## config.mk

```make
export PLATFORM = sky130hd
export DESIGN_NAME = bt_bus_timing
export DESIGN_NICKNAME = d
export VERILOG_FILES = /design/src/inc/bt_pkg.sv /design/src/verilog/bt_len_calc.sv /design/src/verilog/bt_ale_gen.sv /design/src/verilog/bt_bus_timing.sv
export SDC_FILE = /design/constraint.sdc
export NUM_CORES = 1
export LEC_CHECK = 0
export BUFFER_PORTS_ARGS = -buffer_cell sky130_fd_sc_hd__buf_2
export CORE_ASPECT_RATIO = 2
export CORE_MARGIN = 10
export CORE_UTILIZATION = 50
export DETAILED_ROUTE_END_ITERATION = 8
export PLACE_DENSITY = 0.68
export REMOVE_ABC_BUFFERS = 1
export SLEW_MARGIN = 0
export SYNTH_ARGS = -nofsm -noshare
export SYNTH_HDL_FRONTEND = slang
export SYNTH_SLANG_ARGS = --single-unit
```

## constraint.sdc

```tcl
create_clock -name clk -period 9.3 [get_ports clk]
set_input_delay 1.395 -clock clk [delete_from_list [all_inputs] [get_ports clk]]
set_output_delay 1.395 -clock clk [all_outputs]
set_load 0.02 [all_outputs]
```

## src/inc/bt_pkg.sv

```systemverilog
// Shared constants, types and helpers for the external bus timing block
package bt_pkg;

  localparam int         BT_CNT_W              = 3;
  localparam logic [2:0] BT_BASE_PLAIN         = 3'h1;
  localparam logic [2:0] BT_BASE_LATCHED       = 3'h2;
  localparam logic [2:0] BT_BASE_WRITE         = 3'h2;
  localparam logic [2:0] BT_LATCH_CLKS_NARROW  = 3'h1;
  localparam logic [2:0] BT_LATCH_CLKS_WIDE    = 3'h2;
  localparam logic [2:0] BT_WR_WIDTH_NARROW    = 3'h1;
  localparam logic [2:0] BT_WR_WIDTH_WIDE      = 3'h2;
  localparam logic [2:0] BT_HOLD_NONE          = 3'h0;
  localparam logic [2:0] BT_HOLD_LONG          = 3'h1;
  localparam logic [2:0] BT_CODE_WAIT_PT       = 3'h2;
  localparam logic [3:0] BT_STEP_BYTE          = 4'h1;
  localparam logic [3:0] BT_STEP_WORD          = 4'h2;
  localparam logic [3:0] BT_ADDR_RST           = 4'h0;

  typedef enum logic [1:0] {BT_CODE_RD, BT_DATA_RD, BT_DATA_WR} bt_kind_t;

  typedef enum logic [2:0] {
    BT_ST_IDLE, BT_ST_LATCH, BT_ST_SETUP, BT_ST_STROBE, BT_ST_HOLD
  } bt_state_t;

  // Both bus timing registers, held as loose fields
  typedef struct packed {
    logic [1:0] plain_code_length_field;
    logic [1:0] latched_code_length_field;
    logic [1:0] plain_read_length_field;
    logic [1:0] latched_read_length_field;
    logic [1:0] plain_write_length_field;
    logic [1:0] latched_write_length_field;
    logic       latch_width_bit;
    logic       write_hold_bit;
    logic       write_width_bit;
  } bt_cfg_t;

  typedef struct packed {
    bt_kind_t   kind;
    logic       latched;
    logic       burst;
    logic       split16;
    logic       bus16;
    logic       wr_lo;
    logic       wr_hi;
    logic [3:0] addr_low;
  } bt_req_t;

  // Phase lengths in whole clocks
  typedef struct packed {
    logic [2:0] total;
    logic [2:0] latch;
    logic [2:0] setup;
    logic [2:0] strobe;
    logic [2:0] hold;
    logic [2:0] wait_pt;
  } bt_len_t;

  function automatic logic [2:0] bt_cycle_len(input logic [1:0] field,
                                              input logic [2:0] base);
    return base + {1'b0, field};
  endfunction

endpackage

```

## src/verilog/bt_len_calc.sv

```systemverilog
// Phase length decoder for one bus cycle
`timescale 1ns/1ps
module bt_len_calc (
  // Timing configuration
  input  bt_pkg::bt_cfg_t cfg,
  // Cycle descriptor
  input  bt_pkg::bt_req_t req,
  input  wire logic       second_byte,
  // Phase lengths
  output bt_pkg::bt_len_t len
);

  always_comb begin
    logic       lat;
    logic [3:0] used;
    lat  = req.latched && !second_byte;
    used = 4'h0;
    len  = '0;
    len.latch = !lat ? 3'h0 : cfg.latch_width_bit ? bt_pkg::BT_LATCH_CLKS_WIDE :
                bt_pkg::BT_LATCH_CLKS_NARROW;
    unique case (req.kind)
      bt_pkg::BT_CODE_RD: begin
        len.total = lat ?
          bt_pkg::bt_cycle_len(cfg.latched_code_length_field, bt_pkg::BT_BASE_LATCHED) :
          bt_pkg::bt_cycle_len(cfg.plain_code_length_field, bt_pkg::BT_BASE_PLAIN);
        len.strobe  = len.total - len.latch;
        len.wait_pt = bt_pkg::BT_CODE_WAIT_PT;
      end
      bt_pkg::BT_DATA_RD: begin
        len.total = lat ?
          bt_pkg::bt_cycle_len(cfg.latched_read_length_field, bt_pkg::BT_BASE_LATCHED) :
          bt_pkg::bt_cycle_len(cfg.plain_read_length_field, bt_pkg::BT_BASE_PLAIN);
        len.strobe  = len.total - len.latch;
        len.wait_pt = len.strobe - 3'h1;
      end
      bt_pkg::BT_DATA_WR: begin
        len.total = bt_pkg::bt_cycle_len(lat ? cfg.latched_write_length_field :
                                         cfg.plain_write_length_field,
                                         bt_pkg::BT_BASE_WRITE);
        len.strobe = cfg.write_width_bit ? bt_pkg::BT_WR_WIDTH_WIDE :
                     bt_pkg::BT_WR_WIDTH_NARROW;
        len.hold = cfg.write_hold_bit ? bt_pkg::BT_HOLD_LONG : bt_pkg::BT_HOLD_NONE;
        used = {1'b0, len.strobe} + {1'b0, len.hold} + {1'b0, len.latch};
        // Setup after latch phase; bad settings collapse to zero
        len.setup = ({1'b0, len.total} > used) ? len.total - used[2:0] : 3'h0;
        len.wait_pt = len.strobe;
      end
      default: ;
    endcase
  end

endmodule

```

## src/verilog/bt_ale_gen.sv

```systemverilog
// Address latch pulse with half-clock trailing edge
`timescale 1ns/1ps
module bt_ale_gen (
  // Clock and reset
  input  wire logic clk,
  input  wire logic rst,
  // Latch phase from the sequencer
  input  wire logic phase_on,
  input  wire logic phase_last,
  // Pin
  output logic      ale
);

  logic trim_r;

  // Falling edge cuts the last latch clock in half
  always_ff @(negedge clk or posedge rst) begin
    if (rst) begin
      trim_r <= 1'b0;
    end else begin
      trim_r <= phase_on && phase_last;
    end
  end

  assign ale = phase_on && !trim_r;

endmodule

```

## src/verilog/bt_bus_timing.sv

```systemverilog
// External bus cycle sequencer: latch, setup, strobe, hold and wait
`timescale 1ns/1ps
module bt_bus_timing (
  // Clock and reset
  input  wire logic       clk,
  input  wire logic       rst,
  // Bus timing configuration
  input  bt_pkg::bt_cfg_t cfg,
  // Cycle requests
  input  wire logic       req_valid,
  output logic            req_ready,
  input  bt_pkg::bt_req_t req,
  output logic            cycle_done,
  output logic            busy,
  // External wait
  input  wire logic       wait_in,
  // Memory interface pins
  output logic            ale,
  output logic            code_fetch_strobe_n,
  output logic            rd_n,
  output logic            write_strobe_low_byte_n,
  output logic            write_strobe_high_byte_n,
  output logic            data_oe_n,
  output logic [3:0]      addr_low
);

  bt_pkg::bt_len_t   len_cur;
  bt_pkg::bt_len_t   len_new;
  bt_pkg::bt_state_t state_r;
  bt_pkg::bt_state_t state_nxt;
  bt_pkg::bt_req_t   cur_r;
  bt_pkg::bt_req_t   cur_nxt;
  logic [2:0]        idx_r;
  logic [2:0]        idx_nxt;
  logic              second_r;
  logic              second_nxt;
  logic [3:0]        addr_r;
  logic [3:0]        addr_nxt;
  logic              wait_hold;
  logic              phase_end;
  logic              finish;
  logic              split_go;
  logic              burst_ok;
  logic              burst_go;
  logic              cfs_n_r;
  logic              rd_n_r;
  logic              wr_lo_n_r;
  logic              wr_hi_n_r;
  logic              data_oe_n_r;
  logic              lat_on_r;
  logic              lat_last_r;
  logic              done_r;
  logic [2:0]        lat_clks;

  localparam logic [3:0] BT_A0 = 4'h1;

  bt_len_calc u_len_cur (
    .cfg         (cfg),
    .req         (cur_r),
    .second_byte (second_r),
    .len         (len_cur)
  );

  bt_len_calc u_len_new (
    .cfg         (cfg),
    .req         (req),
    .second_byte (1'b0),
    .len         (len_new)
  );

  bt_ale_gen u_ale (
    .clk        (clk),
    .rst        (rst),
    .phase_on   (lat_on_r),
    .phase_last (lat_last_r),
    .ale        (ale)
  );

  assign lat_clks = cfg.latch_width_bit ? bt_pkg::BT_LATCH_CLKS_WIDE :
                    bt_pkg::BT_LATCH_CLKS_NARROW;

  // Stretch holds the strobe index while wait is high at the sample point
  assign wait_hold = (state_r == bt_pkg::BT_ST_STROBE) && wait_in &&
                     (len_cur.wait_pt != 3'h0) &&
                     (idx_r == len_cur.wait_pt - 3'h1);

  always_comb begin
    unique case (state_r)
      bt_pkg::BT_ST_LATCH:  phase_end = idx_r == len_cur.latch - 3'h1;
      bt_pkg::BT_ST_SETUP:  phase_end = idx_r == len_cur.setup - 3'h1;
      bt_pkg::BT_ST_STROBE: phase_end = (idx_r == len_cur.strobe - 3'h1) && !wait_hold;
      bt_pkg::BT_ST_HOLD:   phase_end = idx_r == len_cur.hold - 3'h1;
      default:              phase_end = 1'b0;
    endcase
  end

  assign finish = phase_end && ((state_r == bt_pkg::BT_ST_HOLD) ||
                  ((state_r == bt_pkg::BT_ST_STROBE) && (len_cur.hold == 3'h0)));
  assign split_go = finish && (cur_r.kind == bt_pkg::BT_DATA_RD) &&
                    cur_r.split16 && !second_r;
  assign burst_ok = finish && (cur_r.kind == bt_pkg::BT_CODE_RD) &&
                    (req.kind == bt_pkg::BT_CODE_RD) && req.burst;
  assign burst_go = burst_ok && req_valid;
  assign req_ready = (state_r == bt_pkg::BT_ST_IDLE) || burst_ok;
  assign busy      = state_r != bt_pkg::BT_ST_IDLE;

  always_comb begin
    state_nxt  = state_r;
    idx_nxt    = idx_r + 3'h1;
    cur_nxt    = cur_r;
    second_nxt = second_r;
    addr_nxt   = addr_r;
    unique case (state_r)
      bt_pkg::BT_ST_IDLE: begin
        idx_nxt = 3'h0;
        if (req_valid) begin
          cur_nxt    = req;
          second_nxt = 1'b0;
          addr_nxt   = req.addr_low;
          if (req.latched) begin
            state_nxt = bt_pkg::BT_ST_LATCH;
          end else if (req.kind == bt_pkg::BT_DATA_WR && len_new.setup != 3'h0) begin
            state_nxt = bt_pkg::BT_ST_SETUP;
          end else begin
            state_nxt = bt_pkg::BT_ST_STROBE;
          end
        end
      end
      bt_pkg::BT_ST_LATCH: begin
        if (phase_end) begin
          idx_nxt = 3'h0;
          // Latched write waits out the gap before its strobe
          state_nxt = (cur_r.kind == bt_pkg::BT_DATA_WR && len_cur.setup != 3'h0) ?
                      bt_pkg::BT_ST_SETUP : bt_pkg::BT_ST_STROBE;
        end
      end
      bt_pkg::BT_ST_SETUP: begin
        if (phase_end) begin
          idx_nxt   = 3'h0;
          state_nxt = bt_pkg::BT_ST_STROBE;
        end
      end
      bt_pkg::BT_ST_STROBE: begin
        if (wait_hold) begin
          idx_nxt = idx_r;
        end else if (phase_end) begin
          idx_nxt   = 3'h0;
          state_nxt = (len_cur.hold != 3'h0) ? bt_pkg::BT_ST_HOLD : bt_pkg::BT_ST_IDLE;
        end
      end
      bt_pkg::BT_ST_HOLD: begin
        if (phase_end) begin
          idx_nxt   = 3'h0;
          state_nxt = bt_pkg::BT_ST_IDLE;
        end
      end
      default: begin
        idx_nxt   = 3'h0;
        state_nxt = bt_pkg::BT_ST_IDLE;
      end
    endcase
    if (split_go) begin
      // Second byte: plain timing, A0 rises, read strobe stays low
      state_nxt  = bt_pkg::BT_ST_STROBE;
      second_nxt = 1'b1;
      addr_nxt   = addr_r | BT_A0;
    end else if (burst_go) begin
      state_nxt       = bt_pkg::BT_ST_STROBE;
      cur_nxt         = req;
      cur_nxt.latched = 1'b0;
      addr_nxt        = addr_r + (req.bus16 ? bt_pkg::BT_STEP_WORD :
                                  bt_pkg::BT_STEP_BYTE);
    end
  end

  always_ff @(posedge clk or posedge rst) begin
    if (rst) begin
      state_r  <= bt_pkg::BT_ST_IDLE;
      idx_r    <= 3'h0;
      second_r <= 1'b0;
    end else begin
      state_r  <= state_nxt;
      idx_r    <= idx_nxt;
      second_r <= second_nxt;
    end
  end

  always_ff @(posedge clk or posedge rst) begin
    if (rst) begin
      cur_r  <= '0;
      addr_r <= bt_pkg::BT_ADDR_RST;
    end else begin
      cur_r  <= cur_nxt;
      addr_r <= addr_nxt;
    end
  end

  // Pin strobes follow the next state so they leave flops cleanly
  always_ff @(posedge clk or posedge rst) begin
    if (rst) begin
      cfs_n_r     <= 1'b1;
      rd_n_r      <= 1'b1;
      wr_lo_n_r   <= 1'b1;
      wr_hi_n_r   <= 1'b1;
      data_oe_n_r <= 1'b1;
    end else begin
      cfs_n_r <= !(state_nxt == bt_pkg::BT_ST_STROBE &&
                   cur_nxt.kind == bt_pkg::BT_CODE_RD);
      rd_n_r  <= !(state_nxt == bt_pkg::BT_ST_STROBE &&
                   cur_nxt.kind == bt_pkg::BT_DATA_RD);
      wr_lo_n_r <= !(state_nxt == bt_pkg::BT_ST_STROBE &&
                     cur_nxt.kind == bt_pkg::BT_DATA_WR && cur_nxt.wr_lo);
      wr_hi_n_r <= !(state_nxt == bt_pkg::BT_ST_STROBE &&
                     cur_nxt.kind == bt_pkg::BT_DATA_WR && cur_nxt.wr_hi);
      data_oe_n_r <= !(cur_nxt.kind == bt_pkg::BT_DATA_WR &&
                       (state_nxt == bt_pkg::BT_ST_SETUP ||
                        state_nxt == bt_pkg::BT_ST_STROBE ||
                        state_nxt == bt_pkg::BT_ST_HOLD));
    end
  end

  always_ff @(posedge clk or posedge rst) begin
    if (rst) begin
      lat_on_r   <= 1'b0;
      lat_last_r <= 1'b0;
      done_r     <= 1'b0;
    end else begin
      lat_on_r   <= state_nxt == bt_pkg::BT_ST_LATCH;
      lat_last_r <= (state_nxt == bt_pkg::BT_ST_LATCH) &&
                    (idx_nxt == lat_clks - 3'h1);
      done_r     <= finish;
    end
  end

  assign code_fetch_strobe_n      = cfs_n_r;
  assign rd_n                     = rd_n_r;
  assign write_strobe_low_byte_n  = wr_lo_n_r;
  assign write_strobe_high_byte_n = wr_hi_n_r;
  assign data_oe_n                = data_oe_n_r;
  assign addr_low                 = addr_r;
  assign cycle_done               = done_r;

  // Checking helpers: strobe and cycle lengths, stretch and chain marks
  logic [2:0] low_cnt_r;
  logic [2:0] cyc_cnt_r;
  logic       waited_r;
  logic       multi_r;
  logic       any_strobe_low;

  assign any_strobe_low = !(cfs_n_r && rd_n_r && wr_lo_n_r && wr_hi_n_r);

  always_ff @(posedge clk or posedge rst) begin
    if (rst) begin
      low_cnt_r <= 3'h0;
      cyc_cnt_r <= 3'h0;
      waited_r  <= 1'b0;
      multi_r   <= 1'b0;
    end else begin
      low_cnt_r <= any_strobe_low ? low_cnt_r + 3'h1 : 3'h0;
      cyc_cnt_r <= busy ? cyc_cnt_r + 3'h1 : 3'h0;
      if (!busy && req_valid) begin
        waited_r <= 1'b0;
        multi_r  <= 1'b0;
      end else begin
        waited_r <= waited_r || wait_hold;
        multi_r  <= multi_r || split_go || burst_go;
      end
    end
  end

  ale_narrow_a: assert property (@(posedge clk) disable iff (rst)
    $rose(lat_on_r) && !cfg.latch_width_bit |=> !lat_on_r)
    else $error("narrow latch phase not one clock");

  ale_wide_a: assert property (@(posedge clk) disable iff (rst)
    $rose(lat_on_r) && cfg.latch_width_bit |=> lat_on_r ##1 !lat_on_r)
    else $error("wide latch phase not two clocks");

  code_plain_len_a: assert property (@(posedge clk) disable iff (rst)
    $rose(cfs_n_r) && !waited_r && !multi_r && !cur_r.latched |->
      low_cnt_r == bt_pkg::bt_cycle_len(cfg.plain_code_length_field,
                                        bt_pkg::BT_BASE_PLAIN))
    else $error("plain code read length wrong");

  code_latch_total_a: assert property (@(posedge clk) disable iff (rst)
    $fell(busy) && cur_r.kind == bt_pkg::BT_CODE_RD && cur_r.latched &&
    !waited_r && !multi_r |->
      cyc_cnt_r == bt_pkg::bt_cycle_len(cfg.latched_code_length_field,
                                        bt_pkg::BT_BASE_LATCHED))
    else $error("latched code cycle length wrong");

  code_latch_strobe_a: assert property (@(posedge clk) disable iff (rst)
    $rose(cfs_n_r) && !waited_r && !multi_r && cur_r.latched |->
      low_cnt_r == bt_pkg::bt_cycle_len(cfg.latched_code_length_field,
                                        bt_pkg::BT_BASE_LATCHED) - lat_clks)
    else $error("latched code strobe width wrong");

  read_plain_len_a: assert property (@(posedge clk) disable iff (rst)
    $rose(rd_n_r) && !waited_r && !multi_r && !cur_r.latched |->
      low_cnt_r == bt_pkg::bt_cycle_len(cfg.plain_read_length_field,
                                        bt_pkg::BT_BASE_PLAIN))
    else $error("plain read strobe length wrong");

  read_latch_len_a: assert property (@(posedge clk) disable iff (rst)
    $fell(busy) && cur_r.kind == bt_pkg::BT_DATA_RD && cur_r.latched &&
    !waited_r && !multi_r |->
      cyc_cnt_r == bt_pkg::bt_cycle_len(cfg.latched_read_length_field,
                                        bt_pkg::BT_BASE_LATCHED))
    else $error("latched read cycle length wrong");

  split_rd_low_a: assert property (@(posedge clk) disable iff (rst)
    $rose(second_r) |-> !rd_n_r && !$past(rd_n_r))
    else $error("read strobe toggled between split bytes");

  wr_width_a: assert property (@(posedge clk) disable iff (rst)
    $rose(wr_lo_n_r && wr_hi_n_r) && !waited_r |->
      low_cnt_r == (cfg.write_width_bit ? 3'h2 : 3'h1))
    else $error("write strobe width wrong");

  wr_hold_a: assert property (@(posedge clk) disable iff (rst)
    $rose(wr_lo_n_r && wr_hi_n_r) |->
      if (cfg.write_hold_bit) (!data_oe_n_r ##1 data_oe_n_r) else data_oe_n_r)
    else $error("write data hold wrong");

  wr_total_a: assert property (@(posedge clk) disable iff (rst)
    $fell(busy) && cur_r.kind == bt_pkg::BT_DATA_WR && !waited_r &&
    ({1'b0, len_cur.total} >= {1'b0, len_cur.strobe} + {1'b0, len_cur.hold} +
     {1'b0, len_cur.latch}) |->
      cyc_cnt_r == bt_pkg::bt_cycle_len(cur_r.latched ? cfg.latched_write_length_field :
                                        cfg.plain_write_length_field,
                                        bt_pkg::BT_BASE_WRITE))
    else $error("write cycle length wrong");

  burst_step_a: assert property (@(posedge clk) disable iff (rst)
    burst_go |=> !cfs_n_r && !$past(cfs_n_r) &&
      addr_r == $past(addr_r) + ($past(req.bus16) ? 4'h2 : 4'h1))
    else $error("burst fetch strobe or address step wrong");

  wait_stretch_a: assert property (@(posedge clk) disable iff (rst)
    wait_hold |=> state_r == bt_pkg::BT_ST_STROBE && idx_r == $past(idx_r))
    else $error("wait did not stretch strobe");

endmodule

```

; Yosys cells after proc, flatten, opt, wreduce, memory -nomap -nowiden
; Cells that the tools add are included.
[word_totals]
regBits = 32
input_bits = 31
out_inout_bits = 13
wordCells = 168
[classes]
add_sub_neg = 22
magnitude_cmp = 2
eq_ne = 19
n_mux = 45
bitwise_logic = 1
reduce_logical = 57
[ops]
columns = operator, count
row1 = $mux 3, 20
row2 = $mux 12, 4
row3 = $logic_and 1x1->1, 25
row4 = $reduce_bool 3->1, 7
row5 = $sub 3x1->3 const B, 7
row6 = $eq 3x3->1, 6
row7 = $pmux 3 s3, 2
row8 = $pmux 3 s5, 1
row9 = $add 2x2->3 const A, 4
row10 = $eq 3x2->1 const B, 4
row11 = $mux 2, 6
row12 = $mux 4, 3
row13 = $sub 3x3->3, 4
row14 = $add 4x3->4, 2
row15 = $gt 3x4->1, 2
row16 = $logic_not 1->1, 8
row17 = $reduce_bool 2->1, 4
row18 = $mux 1, 7
row19 = $add 1x2->3 const A, 2
row20 = $eq 2x2->1 const B, 3
row21 = $eq 3x1->1 const B, 2
row22 = $eq 3x3->1 const B, 2
row23 = $logic_not 2->1, 3
row24 = $logic_not 3->1, 2
row25 = other kinds (11), 16

; Longest topological paths before layout
[depth]
depth_word = 24
depth_mapped = 23
ltp_nobuf = 23

; Modules after synthesis
; From an unflattened synthesis, not the netlist that was laid out.
[hier_totals]
cells_unflattened = 419
hier_area_um2 = 3684.8
[modules_own_cells]
columns = module, instances, cells_per_inst, area_per_inst_um2, seq_area_each_um2
row1 = bt_bus_timing, 1, 220, 2217.1, 782.0
row2 = bt_len_calc at u_len_new, 1, 99, 710.7, 0.0
row3 = bt_len_calc at u_len_cur, 1, 96, 708.2, 0.0
row4 = bt_ale_gen, 1, 4, 48.8, 25.0

==> reports/qor.csv <==
metric,value,unit
status,completed,
drt initial violations,130,
P per Cell Area,324,mW/mm2
max cap viols,0,
Synth cell types,68,
routed wl met2,3.97,mm
unrepaired setup endpoints after global routing,false,
Async SR Flop Fraction,1.00,
Synth warnings,0,
Pre-Repair DR Iteration Count,4,
Clock Tree Root,clkbuf_8,
Max Slew Vio Count,0,
final antenna-violating net count,0,
"commonest cells after routing, fill and taps aside","43 x buf_2, 27 x inv_1, 27 x nand2_1, 25 x nor2_1, 25 x ha_1",
Top Ports,44,
#FFs+latches synth,26,
leakage power,1.39,nW
CP max-delay cell,o21ai_1,
htree depth,1,
final hold violation count,0,
first-pass GRT wire length,11.9,mm
critical path capture point type,output port,
Worst Hold Class,reg2reg,
Mapped Cells,331,
worst hold path startpoint,cur_r[4]$_DFF_PP0_,
n_diodes,0,
hold slack,0.510,ns
Post-route DRC,0,
GP Congestion,0.886,
largest stage delay on the critical path,0.59,ns
flop2flop setup slack,3.15,ns
Bufs on Longest Clock Path,2,
Core ar.,0.00542,mm2
number of flops mapped to enable cells by yosys,0,
final net count,426,
VDD IR max,0.213,mV
total CTS buffers,3,
dpl ws,1.82,ns
GR Overflow Total,0,
HPWL Detailed,6.09,mm
Max Used Layer,met4,
upper clock frequency limit,0.133,GHz
initial antenna violation count,0,
period utilisation layout,0.811,
Final Skew,0.00912,ns
top_reg_cell synth,dfrtp_1,
Die ar.,0.00912,mm2
CP top delay family,compound AO/OA/AOI/OAI gates,
Vias/cell,5.93,
Global Route Usage Sum,0.158,
Buffers & Inverters on Critical Path,4,
CP most frequent cell,ha_1,
Worst-Margin Slew,0.985,ns
Setup Buffers After CTS,0,
WS Path Type,in2out,
vias after detailed routing,2516,
starting density of the core,0.513,
post-cts gate resize count,0,
largest net degree at the start of global routing,27,
Placed Instance Area,0.00300,mm2
Crit Path Max Fanout,12,
sequential area share after synthesis,0.236,
final cell area excluding filler cells,0.00305,mm2
"commonest non-fill, non-tap cell in the layout",buf_2,
area delta synth->final,9.64,%
R2R Path End,cur_r[7]$_DFF_PP0_,
clock sink total,26,
Startpoint Class,input pin,
Setup-failing EPs final,0,
DIE WIDTH,72.7,um
Die Ht,125,um
share of cells above drive strength 1,0.190,
vias in the first global route,2602,
length of routed met3 wiring,342,um
critical path data required time,7.91,ns
Hold Crit Depth,1,
PortBufs,43,
CP Data Arrival Time,6.14,ns
Setup WS post-layout,1.76,ns
Hold Buf Count CTS,0,
routed length per instance,17.2,um
Register-to-Register Path Depth,19,
setup TNS,0,ns
worst-skew pair later-pin latency,0.29,ns
Post-Route M1 WL,2.69,mm
Clock transition at path regs,0.08,ns
shortest period the worst path allows,7.54,ns
synthesized area per cell,8.40,um2
CTS tree,yes,
hold-critical path endpoint,cur_r[4]$_DFF_PP0_,
crit-path cells,buf_2 -> inv_1 -> ha_1 -> inv_1 -> a21oi_1 -> nor2_1 -> ha_1 -> fa_1 -> nor2b_1 -> o21ai_2 -> a311oi_1 -> a32oi_1 -> o22a_1 -> ha_1 -> xor2_1 -> o311ai_0 -> nor4b_4 -> a21oi_4 -> o21ai_1 -> buf_2,
cell area after synthesis,0.00278,mm2
worst reg2reg startpoint,second_r$_DFFE_PP0P_,
# rows,38,
WL final,7.28,mm
Rel. slew slack,0.343,
synthesized netlist by cell type (4+ instances only):
library cell   n  area share
fa_1           5       0.036
nor2_1        25       0.034
xor2_1         4       0.013
xnor2_1        8       0.025
nand2_1       27       0.036
o21ai_1        5      0.0090
clkbuf_1       9       0.012
o21ai_0       19       0.034
mux2_4         4       0.022
ha_1          25        0.11
nor2b_1        9       0.020
nand2b_1       7       0.016
nand3_1        9       0.016
a21oi_1       23       0.041
dfrtp_1       20        0.18
and2_1        10       0.023
nor3_1         8       0.014
inv_1         27       0.036
dfstp_2        5       0.047
mux2i_1        9       0.032
cell type report:
type / instances / area (um2)
clock buffer: 4 / 45.0
fill: 550 / 2370
inverter: 28 / 105
multi-input combinational: 263 / 1950
sequential: 26 / 657
tap: 60 / 75.1
timing repair buffer: 43 / 215
flip-flops by register name, indices dropped and copies added, names as in the netlist:
register                  count
u_ale.trim_r                  1
cycle_done                    1
lat_last_r                    1
state_r                       3
addr_low                      4
write_strobe_high_byte_n      1
second_r                      1
lat_on_r                      1
cur_r                         6
code_fetch_strobe_n           1
data_oe_n                     1
rd_n                          1
write_strobe_low_byte_n       1
idx_r                         3
kinds of logic after synthesis:
group,Yosys count,share of synthesized area
buf+inv,42,0.0621
fa+ha+maj,30,0.149
xor+xnor,12,0.0378
compound gates,84,0.208
flops,26,0.236
simple gates,122,0.244
mux,15,0.0621
stage by stage:
| step | total power [mW] | std cells | utilization |
|---|---|---|---|
| 2_1_floorplan | 0.751 | 317 | - |
| 3_3_place_gp | 0.911 | 420 | 0.554 |
| 3_5_place_dp | 0.923 | 420 | 0.554 |
| 4_1_cts | 0.993 | 424 | 0.562 |
| 5_1_grt | 1.08 | 424 | 0.562 |
| 6_report | 0.986 | 424 | 0.562 |
report_power, final:
| group | leakage [nW] | internal (mW) | switching (mW) |
|---|---|---|---|
| combinational | 1.05 | 0.291 | 0.399 |
| sequential | 0.312 | 0.165 | 0.0660 |
| clock | 0.0228 | 0.0308 | 0.0346 |
| total | 1.39 | 0.487 | 0.499 |
worst max-delay path by stage:
stage / start / end / slack, ns / cells past startpoint
after floorplan: cfg[0] / req_ready / 2.54 / 17
after global placement: cfg[0] / req_ready / 1.97 / 20
after detailed placement: cfg[0] / req_ready / 1.82 / 20
after CTS: cfg[0] / req_ready / 1.79 / 20
after global routing: cfg[0] / req_ready / 1.39 / 20
final: cfg[0] / req_ready / 1.76 / 20
worst reg2reg max path, delay by kind of cell, from the launching register on:
kind | cells | cell delay, ns
multiplexers | 1 | 0.33
AND/OR/NAND/NOR | 7 | 2.38
adder cells (fa/ha/maj) | 3 | 1.06
AO/OA/AOI/OAI | 7 | 1.71
XOR/XNOR | 1 | 0.14
flip-flops | 1 | 0.43
per-layer routing:
metal,vias up,global-route usage
met5,-,0
met4,0,0.0820
met3,17,0.0277
met2,69,0.295
met1,1186,0.155
li1,1244,-
No activity file was read; power rests on OpenSTA's default activity.
